### config.mk
export PLATFORM = sky130hd
export DESIGN_NAME = cjb_tap_config
export DESIGN_NICKNAME = d
export VERILOG_FILES = /design/src/logic/cjb_pkg.sv /design/src/logic/cjb_sync.sv /design/src/logic/cjb_tap_config.sv
export SDC_FILE = /design/constraint.sdc
export NUM_CORES = 1
export LEC_CHECK = 0
export BUFFER_PORTS_ARGS = -buffer_cell sky130_fd_sc_hd__buf_2
export CAP_MARGIN = 15
export CELL_PAD_IN_SITES_DETAIL_PLACEMENT = 0
export CELL_PAD_IN_SITES_GLOBAL_PLACEMENT = 1
export CORE_MARGIN = 3
export CORE_UTILIZATION = 35
export DETAILED_ROUTE_END_ITERATION = 10
export GPL_TIMING_DRIVEN = 0
export PLACE_DENSITY = 0.69
export SETUP_SLACK_MARGIN = 0.3
export SLEW_MARGIN = 20
export SYNTH_ARGS = -nofsm -noshare
export SYNTH_HDL_FRONTEND = slang
export SYNTH_HIERARCHICAL = 1
export SYNTH_SLANG_ARGS = --single-unit
### constraint.sdc
create_clock -name clk -period 6.6 [get_ports clk]
set_input_delay 0.66 -clock clk [delete_from_list [all_inputs] [get_ports clk]]
set_output_delay 0.66 -clock clk [all_outputs]
set_load 0.05 [all_outputs]
### src/logic/cjb_pkg.sv
// constants, instruction codes and tap state type for the configuration jtag block
package cjb_pkg;
    // instruction register geometry
    localparam int CJB_IR_WIDTH = 10;
    localparam logic [CJB_IR_WIDTH-1:0] CJB_IR_CAPTURE = 10'h001;
    localparam logic [CJB_IR_WIDTH-1:0] CJB_IR_RESET = 10'h3FF;

    // instruction codes, values arbitrary
    localparam logic [CJB_IR_WIDTH-1:0] CJB_OP_BYPASS = 10'h3FF;
    localparam logic [CJB_IR_WIDTH-1:0] CJB_OP_SELECT_USER_CLOCK = 10'h00B;
    localparam logic [CJB_IR_WIDTH-1:0] CJB_OP_REVERT_TO_INTERNAL_OSCILLATOR = 10'h00C;
    localparam logic [CJB_IR_WIDTH-1:0] CJB_OP_SET_FLASH_BOOT_ADDRESS = 10'h027;

    // boot address registers
    localparam int CJB_BOOT_WIDTH = 22;
    localparam int CJB_BOOT_LSB_ZEROS = 2;
    localparam int CJB_FLASH_ADDR_WIDTH = CJB_BOOT_WIDTH + CJB_BOOT_LSB_ZEROS;
    localparam logic [CJB_BOOT_WIDTH-1:0] CJB_BOOT_RESET = 22'h000000;

    // user clock cycles needed to finish the switch back
    localparam int CJB_REVERT_CYCLES = 10;
    localparam int CJB_REVERT_CNT_WIDTH = 4;
    localparam logic [CJB_REVERT_CNT_WIDTH-1:0] CJB_REVERT_LOAD = 4'hA;

    // pin synchroniser depth
    localparam int CJB_SYNC_STAGES = 2;

    // tap states, gray codes along the usual walk
    typedef enum logic [3:0] {
        CJB_TLR  = 4'h0,
        CJB_RTI  = 4'h1,
        CJB_SDR  = 4'h3,
        CJB_CDR  = 4'h2,
        CJB_SHDR = 4'h6,
        CJB_E1DR = 4'h7,
        CJB_PDR  = 4'h5,
        CJB_E2DR = 4'h4,
        CJB_UDR  = 4'hC,
        CJB_SIR  = 4'hD,
        CJB_CIR  = 4'hF,
        CJB_SHIR = 4'hE,
        CJB_E1IR = 4'hA,
        CJB_PIR  = 4'hB,
        CJB_E2IR = 4'h9,
        CJB_UIR  = 4'h8
    } cjb_tap_state_t;
endpackage

### src/logic/cjb_sync.sv
// multi-bit two flip-flop synchroniser for pins from outside the clk domain
`timescale 1ns/10ps
module cjb_sync #(
    parameter int WIDTH = 1,
    parameter int STAGES = 2
) (
    input wire logic clk,
    input wire logic rst_n,
    input wire logic ce,
    input wire logic [WIDTH-1:0] asyncIn,
    output logic [WIDTH-1:0] syncOut
);
    logic [WIDTH-1:0] stage [STAGES];

    // refused at elaboration, a single stage would pass metastable values on
    if (STAGES < 2 || WIDTH < 1) begin : g_badParams
        $error("cjb_sync needs at least two stages and one bit");
    end

    // only the next stage reads each flop, metastability stays contained
    always_ff @(posedge clk) begin
        if (!rst_n) begin
            for (int i = 0; i < STAGES; i++) stage[i] <= '0;
        end else if (ce) begin
            stage[0] <= asyncIn;
            for (int i = 1; i < STAGES; i++) stage[i] <= stage[i-1];
        end
    end

    assign syncOut = stage[STAGES-1];
endmodule

### src/logic/cjb_tap_config.sv
// tap with clock source select and flash boot address instructions
`timescale 1ns/10ps

// How it works
// - select-user-clock instruction switches configuration clock to the user clock pin, only while the oscillator is enabled.
// - user clock stays selected while other instructions load and run.
// - only revert instruction or power-on reset return clock to oscillator.
// - revert instruction clears the user clock enable latch.
// - boot address instruction puts a 22-bit shift register between tdi and tdo.
// - shifted bits go to a 22-bit update register feeding the flash controller.
// - capture copies update register into shift register for readout.
// - stored value is address over four; two zero bits appended below.
// - with remote update on, boot address only applies to factory image.
// - boot address survives reconfiguration, lost at power cycle only.
// - boot address only steers the active parallel scheme.
module cjb_tap_config import cjb_pkg::*; #(
    parameter logic [CJB_FLASH_ADDR_WIDTH-1:0] DEFAULT_FLASH_ADDR = 24'h000000
) (
    input wire logic clk,
    input wire logic rst_n,
    input wire logic ce,
    input wire logic tck,
    input wire logic tms,
    input wire logic tdi,
    output logic tdo,
    output logic tdoEnable,
    input wire logic userClockPin,
    input wire logic oscillatorEnabled,
    input wire logic reconfigure,
    input wire logic activeParallelScheme,
    input wire logic remoteUpdateEnabled,
    input wire logic loadingFactoryImage,
    output logic configClockFromUser,
    output logic userClockLatch,
    output logic bootAddressOverride,
    output logic [CJB_FLASH_ADDR_WIDTH-1:0] flashBootAddress
);
    // refused at elaboration, the revert count must fit its counter
    if (CJB_REVERT_CYCLES >= (1 << CJB_REVERT_CNT_WIDTH)) begin : g_badCount
        $error("revert counter too narrow");
    end

    ////////////////////////////////////////////////////////////////////////
    // synchronised pins and edge detection

    logic [3:0] pinSync;
    logic tckPrev;
    logic userClockPrev;

    cjb_sync #(
        .WIDTH(4),
        .STAGES(CJB_SYNC_STAGES)
    ) pinSyncInst (
        .clk(clk),
        .rst_n(rst_n),
        .ce(ce),
        .asyncIn({userClockPin, tdi, tms, tck}),
        .syncOut(pinSync)
    );

    wire tckS = pinSync[0];
    wire tmsS = pinSync[1];
    wire tdiS = pinSync[2];
    wire userClockS = pinSync[3];
    wire tckRise = tckS && !tckPrev;
    wire tckFall = !tckS && tckPrev;
    wire userClockRise = userClockS && !userClockPrev;

    // previous samples, read only after the synchroniser
    always_ff @(posedge clk) begin
        if (!rst_n) begin
            tckPrev <= 1'b0;
            userClockPrev <= 1'b0;
        end else if (ce) begin
            tckPrev <= tckS;
            userClockPrev <= userClockS;
        end
    end

    ////////////////////////////////////////////////////////////////////////
    // tap controller

    function automatic cjb_tap_state_t tapNext(input cjb_tap_state_t s, input logic m);
        case (s)
            CJB_TLR: tapNext = m ? CJB_TLR : CJB_RTI;
            CJB_RTI: tapNext = m ? CJB_SDR : CJB_RTI;
            CJB_SDR: tapNext = m ? CJB_SIR : CJB_CDR;
            CJB_CDR: tapNext = m ? CJB_E1DR : CJB_SHDR;
            CJB_SHDR: tapNext = m ? CJB_E1DR : CJB_SHDR;
            CJB_E1DR: tapNext = m ? CJB_UDR : CJB_PDR;
            CJB_PDR: tapNext = m ? CJB_E2DR : CJB_PDR;
            CJB_E2DR: tapNext = m ? CJB_UDR : CJB_SHDR;
            CJB_UDR: tapNext = m ? CJB_SDR : CJB_RTI;
            CJB_SIR: tapNext = m ? CJB_TLR : CJB_CIR;
            CJB_CIR: tapNext = m ? CJB_E1IR : CJB_SHIR;
            CJB_SHIR: tapNext = m ? CJB_E1IR : CJB_SHIR;
            CJB_E1IR: tapNext = m ? CJB_UIR : CJB_PIR;
            CJB_PIR: tapNext = m ? CJB_E2IR : CJB_PIR;
            CJB_E2IR: tapNext = m ? CJB_UIR : CJB_SHIR;
            CJB_UIR: tapNext = m ? CJB_SDR : CJB_RTI;
            default: tapNext = CJB_TLR;
        endcase
    endfunction

    cjb_tap_state_t tapState;
    cjb_tap_state_t next_tapState;

    // reconfiguration restarts only the tap, never the latched settings
    assign next_tapState = tapNext(tapState, tmsS);

    always_ff @(posedge clk) begin
        if (!rst_n || (ce && reconfigure)) begin
            tapState <= CJB_TLR;
        end else if (ce && tckRise) begin
            tapState <= next_tapState;
        end
    end

    ////////////////////////////////////////////////////////////////////////
    // instruction register

    logic [CJB_IR_WIDTH-1:0] irShift;
    logic [CJB_IR_WIDTH-1:0] instruction;

    wire tapInReset = (tapState == CJB_TLR);
    wire irCapture = tckRise && (tapState == CJB_CIR);
    wire irShiftEn = tckRise && (tapState == CJB_SHIR);
    wire irUpdate = tckRise && (tapState == CJB_UIR);
    wire [CJB_IR_WIDTH-1:0] next_irShift = {tdiS, irShift[CJB_IR_WIDTH-1:1]};

    always_ff @(posedge clk) begin
        if (!rst_n) begin
            irShift <= CJB_IR_CAPTURE;
            instruction <= CJB_IR_RESET;
        end else if (ce) begin
            if (irCapture) irShift <= CJB_IR_CAPTURE;
            else if (irShiftEn) irShift <= next_irShift;
            if (tapInReset || reconfigure) instruction <= CJB_IR_RESET;
            else if (irUpdate) instruction <= irShift;
        end
    end

    ////////////////////////////////////////////////////////////////////////
    // data registers: bypass and boot address

    logic bypassBit;
    logic [CJB_BOOT_WIDTH-1:0] bootShift;
    logic [CJB_BOOT_WIDTH-1:0] bootUpdate;
    logic bootProgrammed;

    wire selBoot = (instruction == CJB_OP_SET_FLASH_BOOT_ADDRESS);
    wire drCapture = tckRise && (tapState == CJB_CDR);
    wire drShiftEn = tckRise && (tapState == CJB_SHDR);
    wire drUpdate = tckRise && (tapState == CJB_UDR);
    wire [CJB_BOOT_WIDTH-1:0] next_bootShift = {tdiS, bootShift[CJB_BOOT_WIDTH-1:1]};

    // boot address chain, power-on reset alone clears it
    always_ff @(posedge clk) begin
        if (!rst_n) begin
            bootShift <= CJB_BOOT_RESET;
            bootUpdate <= CJB_BOOT_RESET;
            bootProgrammed <= 1'b0;
            bypassBit <= 1'b0;
        end else if (ce) begin
            if (drCapture && selBoot) bootShift <= bootUpdate;
            else if (drShiftEn && selBoot) bootShift <= next_bootShift;
            if (drUpdate && selBoot) begin
                bootUpdate <= bootShift;
                bootProgrammed <= 1'b1;
            end
            if (drCapture) bypassBit <= 1'b0;
            else if (drShiftEn) bypassBit <= tdiS;
        end
    end

    ////////////////////////////////////////////////////////////////////////
    // tdo driven on the falling tck edge so the host samples a settled bit

    wire inShiftIr = (tapState == CJB_SHIR);
    wire inShiftDr = (tapState == CJB_SHDR);
    wire drOut = selBoot ? bootShift[0] : bypassBit;
    wire next_tdo = inShiftIr ? irShift[0] : drOut;

    always_ff @(posedge clk) begin
        if (!rst_n) begin
            tdo <= 1'b0;
            tdoEnable <= 1'b0;
        end else if (ce && tckFall) begin
            tdo <= next_tdo;
            tdoEnable <= inShiftIr || inShiftDr;
        end
    end

    ////////////////////////////////////////////////////////////////////////
    // configuration clock source

    logic [CJB_REVERT_CNT_WIDTH-1:0] revertCount;

    wire selectIssued = irUpdate && (irShift == CJB_OP_SELECT_USER_CLOCK);
    wire revertIssued = irUpdate && (irShift == CJB_OP_REVERT_TO_INTERNAL_OSCILLATOR);
    wire revertPending = (revertCount != '0);

    // latch ignores tap reset and all other instructions
    always_ff @(posedge clk) begin
        if (!rst_n) begin
            userClockLatch <= 1'b0;
        end else if (ce) begin
            if (revertIssued) userClockLatch <= 1'b0;
            else if (selectIssued && oscillatorEnabled) userClockLatch <= 1'b1;
        end
    end

    // switch back only completes after ten user clock edges
    always_ff @(posedge clk) begin
        if (!rst_n) begin
            revertCount <= '0;
            configClockFromUser <= 1'b0;
        end else if (ce) begin
            if (selectIssued && oscillatorEnabled) begin
                revertCount <= '0; // fresh select cancels a pending switch back
            end else if (revertIssued && configClockFromUser) begin
                revertCount <= CJB_REVERT_LOAD;
            end else if (revertPending && userClockRise) begin
                revertCount <= revertCount - 1'b1;
            end
            if (selectIssued && oscillatorEnabled) configClockFromUser <= 1'b1;
            else if (revertPending && userClockRise && revertCount == 4'h1) configClockFromUser <= 1'b0;
        end
    end

    ////////////////////////////////////////////////////////////////////////
    // flash start address for the active parallel controller

    function automatic logic [CJB_FLASH_ADDR_WIDTH-1:0] toFlashAddr(input logic [CJB_BOOT_WIDTH-1:0] w);
        toFlashAddr = {w, {CJB_BOOT_LSB_ZEROS{1'b0}}};
    endfunction

    wire imageTakesAddr = !remoteUpdateEnabled || loadingFactoryImage;
    wire next_override = bootProgrammed && activeParallelScheme && imageTakesAddr;
    wire [CJB_FLASH_ADDR_WIDTH-1:0] next_flashAddr = next_override ? toFlashAddr(bootUpdate) : DEFAULT_FLASH_ADDR;

    always_ff @(posedge clk) begin
        if (!rst_n) begin
            bootAddressOverride <= 1'b0;
            flashBootAddress <= '0;
        end else if (ce) begin
            bootAddressOverride <= next_override;
            flashBootAddress <= next_flashAddr;
        end
    end
endmodule

==> results.sh <==
export IMPL_p_leak_nw=1.94
export IMPL_vias=3865
export IMPL_core_area_um2=13500
export IMPL_power_mw=1.22
export IMPL_cpPeakStageDelay_ns=0.48
export IMPL_finalSetupTns_ns=0
export IMPL_clock_path_buffers=2
export IMPL_clock_sinks=111
export IMPL_seq_area_um2=2300
export IMPL_synth_fa_ha_area_share_pct=0.765
export IMPL_post_place_ws_ns=3.57
export IMPL_path_clk_slew_ns=0.07
export IMPL_cp_top_family="simple AND/OR/NAND/NOR gates"
export IMPL_grt_first_pass_wirelength_mm=18.5
export IMPL_post_place_cells=740
export IMPL_rsz0062_at_grt="no"
export IMPL_clock_skew_ns=0.00799
export IMPL_crit_top_cell="buf_2"
export IMPL_initial_utilization_pct=36.5
export IMPL_cts_resized=0
export IMPL_grt_max_degree=17
export IMPL_synth_xor_area_share_pct=0
export IMPL_setup_viol_count_final=0
export IMPL_wl_mm=11.1
export IMPL_yosys_mux_area_fraction_pct=7.14
export IMPL_ioPinCount=41
export IMPL_cts_root_buf="clkbuf_16"
export IMPL_syn_area_per_cell_um2=9.34
export IMPL_fp_dieH_um=124
export IMPL_ir_worst_vdd_mv=0.111
export IMPL_hold_buffers=0
export IMPL_required_ns=6.87
export IMPL_place_area_um2=5320
export IMPL_syn_inst=525
export IMPL_synth_edff_count=8
export IMPL_maxCapViolations=0
export IMPL_grt_pass1_vias=3617
export IMPL_setup_slack_ns=3.96
export IMPL_yosysWarnings=6
export IMPL_hold_path_class="reg -> reg"
export IMPL_finalCritPeriodShare_pct=40.0
export IMPL_whs_ns=0.466
export IMPL_drive_above_1_share_pct=11.8
export IMPL_min_period_ns=2.64
export IMPL_async_flop_share_pct=0
export IMPL_timing_fmax_ghz=0.379
export IMPL_synth_compound_area_share_pct=17.6
export IMPL_mostFrequentLayoutCells="103 x dfxtp_1, 83 x nor2b_1, 56 x nand2_1"
export IMPL_slew_headroom_pct=44.7
export IMPL_post_cts_setup_buffers=0
export IMPL_start_kind="input pin"
export IMPL_synth_simple_area_share_pct=22.4
export IMPL_insertedDiodeCount=0
export IMPL_synth_cell_types=52
export IMPL_drc=0
export IMPL_place_gp_congestion=0.840
export IMPL_port_buffers=38
export IMPL_die_w_um=124
export IMPL_cts_buffers=9
export IMPL_multiInputGateArea_um2=2360
export IMPL_insertion_delay_ns=0.34
export IMPL_dp_final_hpwl_mm=7.89
export IMPL_syn2layout_area_growth_pct=13.6
export IMPL_h_tree_depth=3
export IMPL_synth_top_family_by_area="simple AND/OR/NAND/NOR gates"
export IMPL_mappedNetlistArea_um2=4900
export IMPL_hold_viol=0
export IMPL_fillers=1405
export IMPL_wl_per_cell_um=14.7
export IMPL_layout_commonest_cell="dfxtp_1"
export IMPL_critPathKind="in -> reg"
export IMPL_layout_cells_non_filler=754
export IMPL_nets=590
export IMPL_grt_remaining_overflow=0
export IMPL_avgViaCountPerCell=5.13
export IMPL_maxSlewViolCount=0
export IMPL_drtIter0Drc=264
export IMPL_grt_usage_pct=14.5
export IMPL_ys_seq_elements=111
export IMPL_antenna_found_initial=0
export IMPL_power_density_nw_per_um2=220
export IMPL_cp_slowest_cell="or3_1"
export IMPL_drt_pass1_iterations=6
export IMPL_ys_flop_type="dfxtp_1"
export IMPL_cp_max_fo=10
export IMPL_fin_util_pct=41.4
export IMPL_postLayoutCellArea_um2=5570
export IMPL_route_antenna_remaining_nets=0
export IMPL_worst_pin_slew_ns=0.830
export IMPL_critPathCaptureType="flop"
export IMPL_status="completed"
export IMPL_synth_seq_area_share_pct=46.9
export IMPL_crit_arrival_ns=2.91
export IMPL_tritoncts="done"
export IMPL_core_rowCount=42
export IMPL_path_cells="buf_2 -> clkbuf_1 -> nand3b_1 -> or3_1 -> nor2_1 -> buf_2 -> o221ai_1 -> a21boi_1"
export IMPL_die_area_um2=15500
export IMPL_crit_buf_inv=3
## synth_stat cells (all sizes together) (2+ instances only)
cell type / number / share of area (%)
or3: 2 / 0.26
a21oi: 35 / 3.6
a31oi: 2 / 0.26
o22ai: 2 / 0.26
and2: 4 / 0.51
nand3: 5 / 0.51
nand3b: 2 / 0.31
clkbuf: 30 / 2.3
nor3: 5 / 0.74
nand2b: 11 / 1.4
ha: 3 / 0.77
o21a: 4 / 0.61
a22o: 2 / 0.36
inv: 9 / 0.69
a21boi: 27 / 4.1
and3: 8 / 1.0
nand4b: 2 / 0.36
o221ai: 22 / 3.9
o41ai: 2 / 0.36
nor4b: 2 / 0.36
nor2: 13 / 0.99
a22oi: 9 / 1.4
nor2b: 83 / 11
buf: 14 / 2.1
o221a: 2 / 0.46
dfxtp: 103 / 42
mux2i: 35 / 7.1
a211oi: 2 / 0.31
nand2: 56 / 4.3
o21ai: 5 / 0.51
edfxtp: 8 / 4.9
## kinds of logic after synthesis
logic type / after synthesis
other cells: 1
compound gates: 122
flops: 111
simple gates: 200
mux: 35
buf+inv: 53
fa+ha+maj: 3
## state kept, by name (all words and copies together) (netlist names)
register / flops
flashBootAddress: 22
bootProgrammed: 1
irShift: 10
tdoEnable: 1
bypassBit: 1
bootShift: 22
userClockPrev: 1
tdo: 1
bootUpdate: 22
userClockLatch: 1
configClockFromUser: 1
tckPrev: 1
instruction: 10
pinSyncInst/stage: 8
bootAddressOverride: 1
tapState: 4
revertCount: 4
## worst min-delay path: cells and delay by family (launching register included)
| family | cells | cell delay, ns |
|---|---|---|
| flops | 1 | 0.32 |
| simple gates | 1 | 0.05 |
| compound gates | 1 | 0.05 |
## worst paths after layout
check,from,endpoint,slack [ns],cells past startpoint
max,ce,bootShift[18],3.96,8
min reg2reg,bootShift[14],bootShift[14],0.47,2
max reg2reg,instruction[3],bootUpdate[21],4.04,7
min,bootShift[14],bootShift[14],0.47,2
## metal layers
metal / part of all wire, % / vias to the layer above / global-route usage (%)
li1: - / 1930 / -
met1: 51 / 1815 / 21.2
met2: 43 / 104 / 21.4
met3: 4.4 / 16 / 2.96
met4: 1.5 / 0 / 4.51
met5: 0 / - / 0
## power breakdown
group	switching (mW)	total [mW]	leakage (nW)	internal [mW]
Sequential	0.00174	0.684	0.917	0.682
Clock	0.234	0.487	0.122	0.253
Combinational	0.0318	0.0523	0.902	0.0205
## cell type report
cell class / count / area share, %
clock buffer: 11 / 4.18
buffer: 44 / 3.88
sequential: 111 / 41.3
inverter: 9 / 0.606
tap: 176 / 3.95
timing repair buffer: 38 / 3.41
multi-input combinational: 362 / 42.3
clock inverter: 3 / 0.382
Note: power is estimated with default switching activity, not from simulation.
